===== src/hdl/charger_seq_pkg.sv =====
// Constants shared by the charger sequencer: clock rate, timings and status codes.
// Assumes a single 200 MHz system clock drives all sequencer logic.
package charger_seq_pkg;

	// ---------------------------------------------------------------
	// Clock and time figures
	// ---------------------------------------------------------------
	localparam longint unsigned CLK_HZ = 200_000_000;
	localparam longint unsigned NS_PER_S = 1_000_000_000;
	localparam longint unsigned TRICKLE_TIMEOUT_S = 1_800;
	localparam longint unsigned SAFETY_TIMER_S = 14_400;
	localparam longint unsigned RECHARGE_FILTER_NS = 1_300_000;
	localparam longint unsigned CARRIER_HZ = 35_000;
	localparam longint unsigned TEMP_BLINK_MHZ = 1_500;
	localparam longint unsigned BAD_BLINK_MHZ = 6_100;

	// ---------------------------------------------------------------
	// Widths and derived cycle counts
	// ---------------------------------------------------------------
	localparam int LONG_W = 42;
	localparam int FILT_W = 19;
	localparam int BLINK_W = 27;
	localparam int SLOT_W = 9;
	localparam int SLOTS_PER_PERIOD = 16;

	localparam longint unsigned TRICKLE_TIMEOUT_CYCLES = TRICKLE_TIMEOUT_S * CLK_HZ;
	localparam longint unsigned SAFETY_TIMER_CYCLES = SAFETY_TIMER_S * CLK_HZ;
	localparam longint unsigned RECHARGE_FILTER_CYCLES = (RECHARGE_FILTER_NS * CLK_HZ + NS_PER_S - 1) / NS_PER_S;
	localparam longint unsigned SLOT_CYCLES = CLK_HZ / (CARRIER_HZ * SLOTS_PER_PERIOD);
	localparam longint unsigned TEMP_HALF_BLINK_CYCLES = (CLK_HZ * 1000) / (TEMP_BLINK_MHZ * 2);
	localparam longint unsigned BAD_HALF_BLINK_CYCLES = (CLK_HZ * 1000) / (BAD_BLINK_MHZ * 2);

	// ---------------------------------------------------------------
	// Duty cycles as slots of sixteen held low
	// ---------------------------------------------------------------
	localparam logic [4:0] TEMP_DUTY_DIM = 5'h01;
	localparam logic [4:0] TEMP_DUTY_BRIGHT = 5'h0F;
	localparam logic [4:0] BAD_DUTY_DIM = 5'h02;
	localparam logic [4:0] BAD_DUTY_BRIGHT = 5'h0E;

	// ---------------------------------------------------------------
	// Input limit selections and charge current levels
	// ---------------------------------------------------------------
	localparam logic [1:0] LIMIT_USB_LOW = 2'h0;
	localparam logic [1:0] LIMIT_WALL = 2'h1;
	localparam logic [1:0] LIMIT_SUSPEND = 2'h2;
	localparam logic [1:0] LIMIT_USB_HIGH = 2'h3;

	localparam logic [1:0] CURRENT_OFF = 2'h0;
	localparam logic [1:0] CURRENT_TENTH = 2'h1;
	localparam logic [1:0] CURRENT_FULL = 2'h2;

	typedef enum {
		ST_IDLE,
		ST_TRICKLE,
		ST_CONST_CURRENT,
		ST_FLOAT,
		ST_DONE,
		ST_BAD_BATTERY
	} charge_state_t;

endpackage


===== src/hdl/charger_sequencer_status.sv =====
// Charge cycle sequencer, input regulator gating and open-drain status encoder.
// Assumes the analog comparator flags are clean and synchronous to mclk.
// Functional notes
// - Trickle start limits current to one tenth
// - Half hour below trickle gives bad battery
// - Above trickle switches to full current
// - Reaching float starts four hour timer
// - Timer expiry ends cycle, current off
// - Filtered recharge threshold restarts after termination
// - Recharge dip clears running safety timer
// - Recharge dip must outlast filter time
// - Lockout or enable cycling restarts everything
// - Status held low during normal charging
// - Status released at float and tenth current
// - Faults toggle carrier with alternating duty
// - Temperature fault: 6.25/93.75 percent, slow blink
// - Bad battery: 12.5/87.5 percent, fast blink
// - Tenth current ignored during input limit
// - Out-of-range temperature pauses charging
// - Pause in float freezes safety timer
// - Grounded thermistor disables temperature pause
// - Bus lockout hysteresis gates switching regulator
// - Suspend enables only the suspend regulator
`timescale 1ns/10ps
`default_nettype none

module charger_sequencer_status
	import charger_seq_pkg::*;
#(
	parameter logic [LONG_W-1:0] TRICKLE_TIMEOUT = LONG_W'(TRICKLE_TIMEOUT_CYCLES),
	parameter logic [LONG_W-1:0] SAFETY_TIMEOUT = LONG_W'(SAFETY_TIMER_CYCLES),
	parameter logic [FILT_W-1:0] RECHARGE_FILTER = FILT_W'(RECHARGE_FILTER_CYCLES),
	parameter logic [SLOT_W-1:0] SLOT_LEN = SLOT_W'(SLOT_CYCLES),
	parameter logic [BLINK_W-1:0] TEMP_HALF_BLINK = BLINK_W'(TEMP_HALF_BLINK_CYCLES),
	parameter logic [BLINK_W-1:0] BAD_HALF_BLINK = BLINK_W'(BAD_HALF_BLINK_CYCLES)
) (
	// Clock and reset.
	input wire logic mclk,
	input wire logic reset,
	// Host controls.
	input wire logic charger_on_input,
	input wire logic input_limit_sel0,
	input wire logic input_limit_sel1,
	// Bus comparators.
	input wire logic bus_rise_ok,
	input wire logic bus_fall_trip,
	input wire logic input_in_current_limit,
	// Battery comparators.
	input wire logic bat_below_trickle,
	input wire logic bat_at_float,
	input wire logic bat_below_recharge,
	input wire logic current_below_tenth,
	// Thermistor comparators.
	input wire logic thermistor_hot,
	input wire logic thermistor_cold,
	input wire logic thermistor_grounded,
	// Regulator and charger commands.
	output logic switcher_enable,
	output logic suspend_regulator_enable,
	output logic undervoltage_lockout,
	output logic [1:0] charge_current_cmd,
	// Open-drain status pin.
	input wire logic charge_status_out_i,
	output logic charge_status_out_o,
	output logic charge_status_out_oe
);
	import charger_seq_pkg::*;

	charge_state_t state;
	logic bus_ok;
	logic enabled;
	logic suspend;
	logic temp_fault;
	logic pause;
	logic [LONG_W-1:0] trickle_cnt;
	logic [LONG_W-1:0] safety_cnt;
	logic [FILT_W-1:0] filter_cnt;
	logic recharge_dip;
	logic tenth_seen;
	logic [SLOT_W-1:0] slot_cnt;
	logic [3:0] slot_idx;
	logic [BLINK_W-1:0] blink_cnt;
	logic blink_bright;
	logic [BLINK_W-1:0] half_blink;
	logic [4:0] duty_slots;
	logic next_status_low;

	// ---------------------------------------------------------------
	// Input regulator gating
	// ---------------------------------------------------------------
	always_ff @(posedge mclk) begin
		if (reset) begin
			bus_ok <= 1'b0;
		end else if (bus_fall_trip) begin
			bus_ok <= 1'b0;
		end else if (bus_rise_ok) begin
			bus_ok <= 1'b1;
		end
	end

	assign suspend = ({input_limit_sel1, input_limit_sel0} == LIMIT_SUSPEND);
	assign enabled = bus_ok && charger_on_input && !suspend;
	assign temp_fault = !thermistor_grounded && (thermistor_hot || thermistor_cold);
	assign pause = temp_fault;

	always_ff @(posedge mclk) begin
		if (reset) begin
			switcher_enable <= 1'b0;
			suspend_regulator_enable <= 1'b0;
			undervoltage_lockout <= 1'b1;
		end else begin
			switcher_enable <= bus_ok && !suspend;
			suspend_regulator_enable <= suspend;
			undervoltage_lockout <= !bus_ok;
		end
	end

	// ---------------------------------------------------------------
	// Recharge threshold filter
	// ---------------------------------------------------------------
	always_ff @(posedge mclk) begin
		if (reset || !bat_below_recharge) begin
			filter_cnt <= '0;
		end else if (filter_cnt != RECHARGE_FILTER) begin
			filter_cnt <= filter_cnt + 1'b1;
		end
	end

	assign recharge_dip = (filter_cnt == RECHARGE_FILTER);

	// ---------------------------------------------------------------
	// Charge cycle sequencer
	// ---------------------------------------------------------------
	always_ff @(posedge mclk) begin
		if (reset) begin
			state <= ST_IDLE;
		end else if (!enabled) begin
			state <= ST_IDLE;
		end else begin
			case (state)
				ST_IDLE: begin
					state <= bat_below_trickle ? ST_TRICKLE : ST_CONST_CURRENT;
				end
				ST_TRICKLE: begin
					if (!bat_below_trickle) begin
						state <= ST_CONST_CURRENT;
					end else if (trickle_cnt >= TRICKLE_TIMEOUT) begin
						state <= ST_BAD_BATTERY;
					end
				end
				ST_CONST_CURRENT: begin
					if (bat_at_float) begin
						state <= ST_FLOAT;
					end
				end
				ST_FLOAT: begin
					if (recharge_dip) begin
						state <= ST_CONST_CURRENT;
					end else if (safety_cnt >= SAFETY_TIMEOUT) begin
						state <= ST_DONE;
					end
				end
				ST_DONE: begin
					if (recharge_dip) begin
						state <= bat_below_trickle ? ST_TRICKLE : ST_CONST_CURRENT;
					end
				end
				ST_BAD_BATTERY: begin
					state <= ST_BAD_BATTERY;
				end
				default: begin
					state <= ST_IDLE;
				end
			endcase
		end
	end

	// Trickle time is counted only while actually charging.
	always_ff @(posedge mclk) begin
		if (reset || state != ST_TRICKLE) begin
			trickle_cnt <= '0;
		end else if (!pause && trickle_cnt < TRICKLE_TIMEOUT) begin
			trickle_cnt <= trickle_cnt + 1'b1;
		end
	end

	always_ff @(posedge mclk) begin
		if (reset || state != ST_FLOAT || recharge_dip) begin
			safety_cnt <= '0;
		end else if (!pause && safety_cnt < SAFETY_TIMEOUT) begin
			safety_cnt <= safety_cnt + 1'b1;
		end
	end

	always_ff @(posedge mclk) begin
		if (reset || state != ST_FLOAT) begin
			tenth_seen <= 1'b0;
		end else if (current_below_tenth && !input_in_current_limit) begin
			tenth_seen <= 1'b1;
		end
	end

	always_ff @(posedge mclk) begin
		if (reset) begin
			charge_current_cmd <= CURRENT_OFF;
		end else if (pause) begin
			charge_current_cmd <= CURRENT_OFF;
		end else begin
			case (state)
				ST_TRICKLE: charge_current_cmd <= CURRENT_TENTH;
				ST_CONST_CURRENT: charge_current_cmd <= CURRENT_FULL;
				ST_FLOAT: charge_current_cmd <= CURRENT_FULL;
				default: charge_current_cmd <= CURRENT_OFF;
			endcase
		end
	end

	// ---------------------------------------------------------------
	// Status carrier and blink modulation
	// ---------------------------------------------------------------
	always_ff @(posedge mclk) begin
		if (reset || slot_cnt == SLOT_LEN - 1'b1) begin
			slot_cnt <= '0;
		end else begin
			slot_cnt <= slot_cnt + 1'b1;
		end
	end

	always_ff @(posedge mclk) begin
		if (reset) begin
			slot_idx <= '0;
		end else if (slot_cnt == SLOT_LEN - 1'b1) begin
			slot_idx <= slot_idx + 1'b1;
		end
	end

	assign half_blink = (state == ST_BAD_BATTERY) ? BAD_HALF_BLINK : TEMP_HALF_BLINK;

	always_ff @(posedge mclk) begin
		if (reset || blink_cnt >= half_blink - 1'b1) begin
			blink_cnt <= '0;
		end else begin
			blink_cnt <= blink_cnt + 1'b1;
		end
	end

	always_ff @(posedge mclk) begin
		if (reset) begin
			blink_bright <= 1'b0;
		end else if (blink_cnt >= half_blink - 1'b1) begin
			blink_bright <= !blink_bright;
		end
	end

	always_comb begin
		if (state == ST_BAD_BATTERY) begin
			duty_slots = blink_bright ? BAD_DUTY_BRIGHT : BAD_DUTY_DIM;
		end else begin
			duty_slots = blink_bright ? TEMP_DUTY_BRIGHT : TEMP_DUTY_DIM;
		end
	end

	always_comb begin
		case (state)
			ST_BAD_BATTERY: next_status_low = ({1'b0, slot_idx} < duty_slots);
			ST_TRICKLE, ST_CONST_CURRENT, ST_FLOAT: begin
				if (temp_fault) begin
					next_status_low = ({1'b0, slot_idx} < duty_slots);
				end else begin
					next_status_low = (state != ST_FLOAT) || !tenth_seen;
				end
			end
			default: next_status_low = 1'b0;
		endcase
	end

	always_ff @(posedge mclk) begin
		if (reset) begin
			charge_status_out_oe <= 1'b0;
		end else begin
			charge_status_out_oe <= next_status_low;
		end
	end

	assign charge_status_out_o = 1'b0;

	// ---------------------------------------------------------------
	// Checks
	// ---------------------------------------------------------------
	AST_TRICKLE_TENTH: assert property (@(posedge mclk) disable iff (reset)
		(state == ST_TRICKLE && !pause && enabled) |=> (charge_current_cmd == CURRENT_TENTH))
		else $error("trickle current not one tenth");

	AST_BAD_AFTER_TIMEOUT: assert property (@(posedge mclk) disable iff (reset)
		(state == ST_TRICKLE && enabled && bat_below_trickle && trickle_cnt >= TRICKLE_TIMEOUT)
		|=> (state == ST_BAD_BATTERY))
		else $error("bad battery not flagged at trickle timeout");

	AST_LEAVE_TRICKLE: assert property (@(posedge mclk) disable iff (reset)
		(state == ST_TRICKLE && enabled && !bat_below_trickle) |=> (state == ST_CONST_CURRENT) ##1
		($past(pause) || charge_current_cmd == CURRENT_FULL || state != ST_CONST_CURRENT))
		else $error("no full current after trickle");

	AST_TIMER_RUNS: assert property (@(posedge mclk) disable iff (reset)
		(state == ST_FLOAT && $past(state) == ST_FLOAT && !$past(pause) && !$past(recharge_dip)
		&& $past(safety_cnt) < SAFETY_TIMEOUT) |-> (safety_cnt == $past(safety_cnt) + 1'b1))
		else $error("safety timer not counting in float");

	AST_EXPIRY_STOPS: assert property (@(posedge mclk) disable iff (reset)
		(state == ST_FLOAT && enabled && !recharge_dip && safety_cnt >= SAFETY_TIMEOUT)
		|=> (state == ST_DONE) ##1 (charge_current_cmd == CURRENT_OFF))
		else $error("charge not ended at timer expiry");

	AST_RECHARGE: assert property (@(posedge mclk) disable iff (reset)
		(state == ST_DONE && enabled && recharge_dip) |=> (state == ST_TRICKLE || state == ST_CONST_CURRENT))
		else $error("no automatic recharge");

	AST_FILTER_TIME: assert property (@(posedge mclk) disable iff (reset)
		$rose(recharge_dip) |-> ($past(bat_below_recharge) && $past(filter_cnt) == RECHARGE_FILTER - 1'b1))
		else $error("recharge acted before filter time");

	AST_DISABLE_IDLE: assert property (@(posedge mclk) disable iff (reset)
		!enabled |=> (state == ST_IDLE) ##1 (charge_current_cmd == CURRENT_OFF))
		else $error("disable did not restart cycle");

	AST_FREEZE: assert property (@(posedge mclk) disable iff (reset)
		(state == ST_FLOAT && $past(state) == ST_FLOAT && $past(pause) && !$past(recharge_dip))
		|-> $stable(safety_cnt))
		else $error("safety timer moved during pause");

	AST_PAUSE_OFF: assert property (@(posedge mclk) disable iff (reset)
		(thermistor_hot && !thermistor_grounded) |=> (charge_current_cmd == CURRENT_OFF))
		else $error("charge not paused on hot battery");

	AST_SUSPEND: assert property (@(posedge mclk) disable iff (reset)
		suspend |=> (!switcher_enable && suspend_regulator_enable))
		else $error("suspend regulators wrong");

	AST_LOCKOUT: assert property (@(posedge mclk) disable iff (reset)
		bus_fall_trip |-> ##2 !switcher_enable)
		else $error("switcher on below falling threshold");

	AST_CHARGING_LOW: assert property (@(posedge mclk) disable iff (reset)
		(state == ST_CONST_CURRENT && !temp_fault) |=> charge_status_out_oe)
		else $error("status not low while charging");

	COVER_BAD: cover property (@(posedge mclk) disable iff (reset)
		state == ST_TRICKLE ##1 state == ST_BAD_BATTERY);
	COVER_DONE: cover property (@(posedge mclk) disable iff (reset)
		state == ST_FLOAT ##1 state == ST_DONE);
	COVER_RESTART: cover property (@(posedge mclk) disable iff (reset)
		state == ST_DONE ##1 state == ST_CONST_CURRENT);
	COVER_TEMP_BLINK: cover property (@(posedge mclk) disable iff (reset)
		temp_fault && state == ST_FLOAT && $rose(blink_bright));

endmodule

`default_nettype wire


===== config.mk =====
export PLATFORM = sky130hd
export DESIGN_NAME = charger_sequencer_status
export DESIGN_NICKNAME = d
export VERILOG_FILES = /design/src/hdl/charger_seq_pkg.sv /design/src/hdl/charger_sequencer_status.sv
export SDC_FILE = /design/constraint.sdc
export NUM_CORES = 1
export LEC_CHECK = 0
export BUFFER_PORTS_ARGS = -buffer_cell sky130_fd_sc_hd__buf_2
export CAP_MARGIN = 15
export CORE_ASPECT_RATIO = 0.8
export CORE_MARGIN = 10
export CORE_UTILIZATION = 40
export DETAILED_ROUTE_END_ITERATION = 10
export PLACE_DENSITY = 0.6
export SETUP_SLACK_MARGIN = 0.1
export SLEW_MARGIN = 10
export SYNTH_ARGS = -nofsm -noshare
export SYNTH_HDL_FRONTEND = slang
export SYNTH_SLANG_ARGS = --single-unit

===== constraint.sdc =====
create_clock -name mclk -period 3.35 [get_ports mclk]
set_input_delay 0.5025 -clock mclk [delete_from_list [all_inputs] [get_ports mclk]]
set_output_delay 0.5025 -clock mclk [all_outputs]
set_load 0.01 [all_outputs]

==> flow_metrics.tcl, run 1 <==
set metrics [dict create \
    tns_ns 0 \
    synth_top_area_share_pct 39.8 \
    ant_nets 0 \
    ys_warn_count 0 \
    slew_viol_final 0 \
    cts-buffers-inserted 17 \
    synth.distinct_cells 63 \
    firstDrtPassIters 4 \
    portBuffers 20 \
    clock_sinks 155 \
    via_per_inst 5.42 \
    synth-seq-cells 155 \
    seq_power_share_pct 47.8 \
    regToRegStartpoint "state[2]" \
    post-dp-hpwl_um 11700 \
    min_period_ns 2.81 \
    io_pins 23 \
    synth_top_family_by_area "simple AND/OR/NAND/NOR gates" \
    crit_required_ns 3.66 \
    clk_latency_ns 0.43 \
    pre_cts_slack_ns 0.565 \
    cts_tree "yes" \
    status "finished clean" \
    synthAdderAreaFrac_pct 3.05 \
    syn_area_um2 7800 \
    synth-compound-area-share_pct 13.7 \
    cts_buffer_depth 2 \
    core_um2 19100 \
    synth_area_leaders "dfxtp_1, xor2_1, nor2_1" \
    postCtsHoldBufs 0 \
    power.share.clock_pct 50.1 \
    total_power_mw 3.90 \
    mostFrequentLayoutCells "dfxtp_1, nor2_1, nand2_1" \
    cp_max_fo 15 \
    setup_slack_ns 0.545 \
    hold_violations 0 \
    finClkSkew_ns 0.00843 \
    core.rowCount 45 \
    fmax_mhz 356 \
    switching_share_pct 22.6 \
    critPathSlowestCell "a221oi_1" \
    nets 989 \
    power.density_nw_per_um2 445 \
    p_int_mw 3.02 \
    setup_viol 0 \
    slew-limit-headroom_pct 31.3 \
    synthXorXnorAreaFrac_pct 7.30 \
    leakagePower_nw 2.86 \
    multiInputGateArea_um2 4420 \
    drtIter0Drc 446 \
    cts_resized 0 \
    die_w_um 176 \
    drc 0 \
    drive_above_1_share_pct 9.41 \
    seq_area_um2 3100 \
    crit_path_start_kind "flip-flop" \
    grt_max_degree 41 \
    synth.mux.area_fraction_pct 1.41 \
    fillers 1851 \
    timing.final.crit_share_pct 83.7 \
    hp-start "bus_fall_trip" \
    path_delay_family "compound AO/OA/AOI/OAI gates" \
    yosysTopAreaCell "dfxtp_1" \
    tightestPinTransition_ns 1.03 \
    synth.avg_cell_area_um2 8.27 \
    peakVddDrop_mv 0.203 \
    path_buf_inv 1 \
    critical_path_class "flip-flop to flip-flop" \
    path_cells "and3b_1, ha_1, nor4bb_1, nand4_1, a211o_1, a221oi_1, o31a_1, buf_4, nor3_1" \
    seq_area_frac_synth_pct 39.8 \
    routed_wl_um 17100 \
    antenna_found_initial 0 \
    route.vias.total 6644 \
    cts_max_level 4 \
    grt_usage_pct 13.4 \
    clk_pin_slew_worst_paths_ns 0.07 \
    gr-total-overflow 0 \
    place_congestion 0.775 \
    syn_nets 979 \
    cap_violations 0 \
    cp-end-kind "flip-flop" \
    synthArstFlopShare_pct 0 \
    rsz0062_at_grt "no" \
    final_common_cell "dfxtp_1" \
    hp-class "input port to flip-flop" \
    crit_arrival_ns 3.12 \
    cpPeakStageDelay_ns 0.43 \
    synth_flop_cell "dfxtp_1" \
    netlist_instances 944 \
    clockRootBuffer "clkbuf_16" \
    rrSetupSlack_ns 0.54 \
    synth-simple-area-share_pct 31.0 \
    n_antenna_cell 0 \
    p_sw_mw 0.884 \
    cts_setup_buffers 0 \
    routedWlPerCell_um 13.9 \
    grt_pass1_vias 5884 \
    synth_edf_count 0 \
    die_h_um 145 \
    hold_ws_ns 0.230 \
    die_area_um2 25500 \
    combPwrFrac_pct 2.1 \
    area_delta_synth_final_pct 12.3 \
    cp-startpoint "state[2]" \
    start_util_pct 40.9 \
    grt_pass1_wl_um 29200 \
]
[through the flow]
stage          cells  util, %  cell area [um2]
3_3_place_gp    1193     42.8             8170
2_1_floorplan    944        -             7800
5_1_grt         1225     45.9             8770
6_report        1225     45.9             8770
3_5_place_dp    1193     42.8             8170
4_1_cts         1225     45.9             8770
[synth_stat cells (13+ instances only)]
| library cell | instances |
|---|---|
| clkbuf_1 | 30 |
| nand2_1 | 73 |
| dfxtp_1 | 155 |
| nor3_1 | 48 |
| xnor2_1 | 21 |
| xor2_1 | 44 |
| or4_1 | 16 |
| nor4_1 | 15 |
| nand3_1 | 51 |
| a21oi_1 | 59 |
| and3_1 | 21 |
| inv_1 | 28 |
| or3_1 | 39 |
| and4_1 | 13 |
| nor2_1 | 84 |
| ha_1 | 19 |
| nand4_1 | 41 |
| o21ai_0 | 43 |
[flip-flops by register name, indices dropped and copies added (netlist names), 2 cells and up]
name                flops
safety_cnt             42
trickle_cnt            42
blink_cnt              27
filter_cnt             19
slot_cnt                9
slot_idx                4
state                   3
charge_current_cmd      2
[cell type report]
cell class / count / share of cell area, %
Clock buffer: 18 / 5.01
Clock inverter: 14 / 1.81
Inverter: 29 / 1.24
Multi-Input combinational cell: 716 / 50.4
Sequential cell: 155 / 35.4
Tap cell: 258 / 3.68
Timing Repair Buffer: 35 / 2.43
[metal layers]
metal	GRT usage (%)	part of all wire, %	vias to the layer above
met5	0	0	-
met1	19.8	55	3093
met3	3.18	3.2	12
met4	3.77	0.80	0
li1	-	-	3454
met2	18.6	41	85
[path summary, 6_finish.rpt]
path | endpoint | cells after the start
worst max-delay path | blink_cnt[15] | 9
worst min-delay path | bus_ok | 2
worst max register to register | blink_cnt[15] | 9
worst min register to register | trickle_cnt[40] | 1
[cell families (layout without fill, tap and decap cells)]
logic type / after synthesis / after routing
DFF: 155 / 155
muxes: 11 / 11
buffers and inverters: 73 / 96
other: 1 / 1
and+or+nand+nor: 451 / 451
adders and majority gates: 19 / 19
AOI/OAI and AO/OA: 169 / 169
xor gates and xnor gates: 65 / 65
[worst register-to-register path: cells and delay by family (launching register included)]
| kind | cells | cell delay, ns |
|---|---|---|
| AO/OA/AOI/OAI | 3 | 0.94 |
| adder cells (fa/ha/maj) | 1 | 0.29 |
| buffers and inverters | 1 | 0.21 |
| flip-flops | 1 | 0.39 |
| AND/OR/NAND/NOR | 4 | 0.87 |
[power groups by stage]
stage / sequential [mW] / clock [mW] / combinational, mW
2_1_floorplan: 1.90 / 0 / 0.0580
3_3_place_gp: 1.91 / 0 / 0.0823
3_5_place_dp: 1.91 / 0 / 0.0840
4_1_cts: 1.87 / 2.01 / 0.0843
5_1_grt: 1.87 / 2.08 / 0.0943
6_report: 1.87 / 1.95 / 0.0830
(Power assumes the default switching activity.)
==> inputs of run 2 (changes only) <==
Clock period 3.35 ns to 2.75 ns, I/O delays scaled along.
==> flow_metrics.tcl, run 2 (same netlist as run 1, synthesis figures left out) <==
set metrics [dict create \
    status "finished clean" \
    ant_nets 0 \
    place_congestion 0.792 \
    cts_tree "yes" \
    design_area_um2 8990 \
    total_power_mw 4.88 \
    cp_max_fo 17 \
    p_int_mw 3.81 \
    critical_path_class "flip-flop to flip-flop" \
    combPwrFrac_pct 2.2 \
    peakVddDrop_mv 0.411 \
    rrSetupSlack_ns 0.26 \
    post-dp-hpwl_um 11500 \
    largestRegisters "safety_cnt x42, trickle_cnt x42, blink_cnt x27" \
    clock_sinks 155 \
    fmax_mhz 402 \
    die_h_um 145 \
    critPathSlowestCell "a211o_1" \
    tightestPinTransition_ns 0.757 \
    mostFrequentLayoutCells "dfxtp_1, nor2_1, nand2_1" \
    portBuffers 20 \
    cts_buffer_depth 2 \
    tns_ns 0 \
    postCtsHoldBufs 0 \
    seq_power_share_pct 46.6 \
    grt_pass1_vias 6088 \
    hp-start "bus_fall_trip" \
    slew-limit-headroom_pct 49.5 \
    io_pins 23 \
    cts_max_level 4 \
    finClkSkew_ns 0.0115 \
    clk_pin_slew_worst_paths_ns 0.06 \
    core_um2 19100 \
    postPlaceCellArea_um2 8340 \
    timing.final.crit_share_pct 90.4 \
    clockRootBuffer "clkbuf_16" \
    setup_viol 0 \
    setup_slack_ns 0.263 \
    drive_above_1_share_pct 11.5 \
    clk_latency_ns 0.44 \
    via_per_inst 5.39 \
    path_cells "and3b_1, ha_1, nor4bb_4, nand4_1, a211o_1, a221oi_4, o31a_1, buf_6, nor3_1" \
    firstDrtPassIters 5 \
    die_area_um2 25500 \
    cp-end-kind "flip-flop" \
    leakagePower_nw 3.01 \
    area_delta_synth_final_pct 15.2 \
    cpPeakStageDelay_ns 0.34 \
    start_util_pct 40.9 \
    switching_share_pct 21.9 \
    crit_required_ns 3.06 \
    grt_pass1_wl_um 29300 \
    cap_violations 0 \
    cp-startpoint "state[1]" \
    min_period_ns 2.49 \
    regToRegStartpoint "state[1]" \
    route.vias.total 6701 \
    hp-class "input port to flip-flop" \
    routed_wl_um 17000 \
    crit_path_start_kind "flip-flop" \
    antenna_found_initial 0 \
    hold_violations 0 \
    routedWlPerCell_um 13.7 \
    drc 0 \
    final_common_cell "dfxtp_1" \
    crit_arrival_ns 2.80 \
    cts-buffers-inserted 17 \
    pre_cts_slack_ns 0.218 \
    p_sw_mw 1.07 \
    slew_viol_final 0 \
    core.rowCount 45 \
    grt_max_degree 41 \
    drtIter0Drc 369 \
    power.share.clock_pct 51.2 \
    power.density_nw_per_um2 543 \
    grt_usage_pct 13.4 \
    gr-total-overflow 0 \
    nets 1007 \
    die_w_um 176 \
    n_antenna_cell 0 \
    hold_ws_ns 0.132 \
    rsz0062_at_grt "yes" \
]
run 2: area by class of cell:
type                    count  area [um2]
fillers                  1872       10100
clock buffers              20         467
clock inverters            12         160
well taps                 258         323
multi-input cells         716        4470
flip-flops and latches    155        3100
repair buffers             53         364
inverters                  29         109
run 2: per-layer routing:
metal,vias to the layer above,routed length (um),global-route usage [%]
met5,-,0,0
met4,0,204,4.19
met3,16,444,3.50
met2,81,7320,19.5
met1,3125,9030,18.9
li1,3479,-,-
run 2: final timing paths:
path,to,cells past startpoint
worst min register to register,slot_cnt[0],1
worst min-delay path,bus_ok,2
worst max-delay path,blink_cnt[24],9
worst max register to register,blink_cnt[24],9
run 2: timing repair:
action	CTS	global route
setup endpoints to repair	0	18
buffers inserted	0	0
gates resized for setup	0	4
run 2: power groups by stage:
stage | sequential, mW | combinational (mW) | clock, mW
global placement | 2.32 | 0.105 | 0
finish | 2.27 | 0.105 | 2.50
global route | 2.28 | 0.122 | 2.65
CTS | 2.27 | 0.107 | 2.55
floorplan | 2.32 | 0.0723 | 0
detailed placement | 2.32 | 0.107 | 0
run 2: through the flow:
step	util, %	cells
CTS	47.0	1243
global route	47.1	1243
global placement	43.7	1211
finish	47.1	1243
floorplan	-	944
detailed placement	43.7	1211
run 2: critical path: cells and delay by family (launching register included):
family / cells / cell delay, ns
AO/OA/AOI/OAI: 3 / 0.85
AND/OR/NAND/NOR: 4 / 0.71
flip-flops: 1 / 0.32
buffers and inverters: 1 / 0.19
adder cells (fa/ha/maj): 1 / 0.29
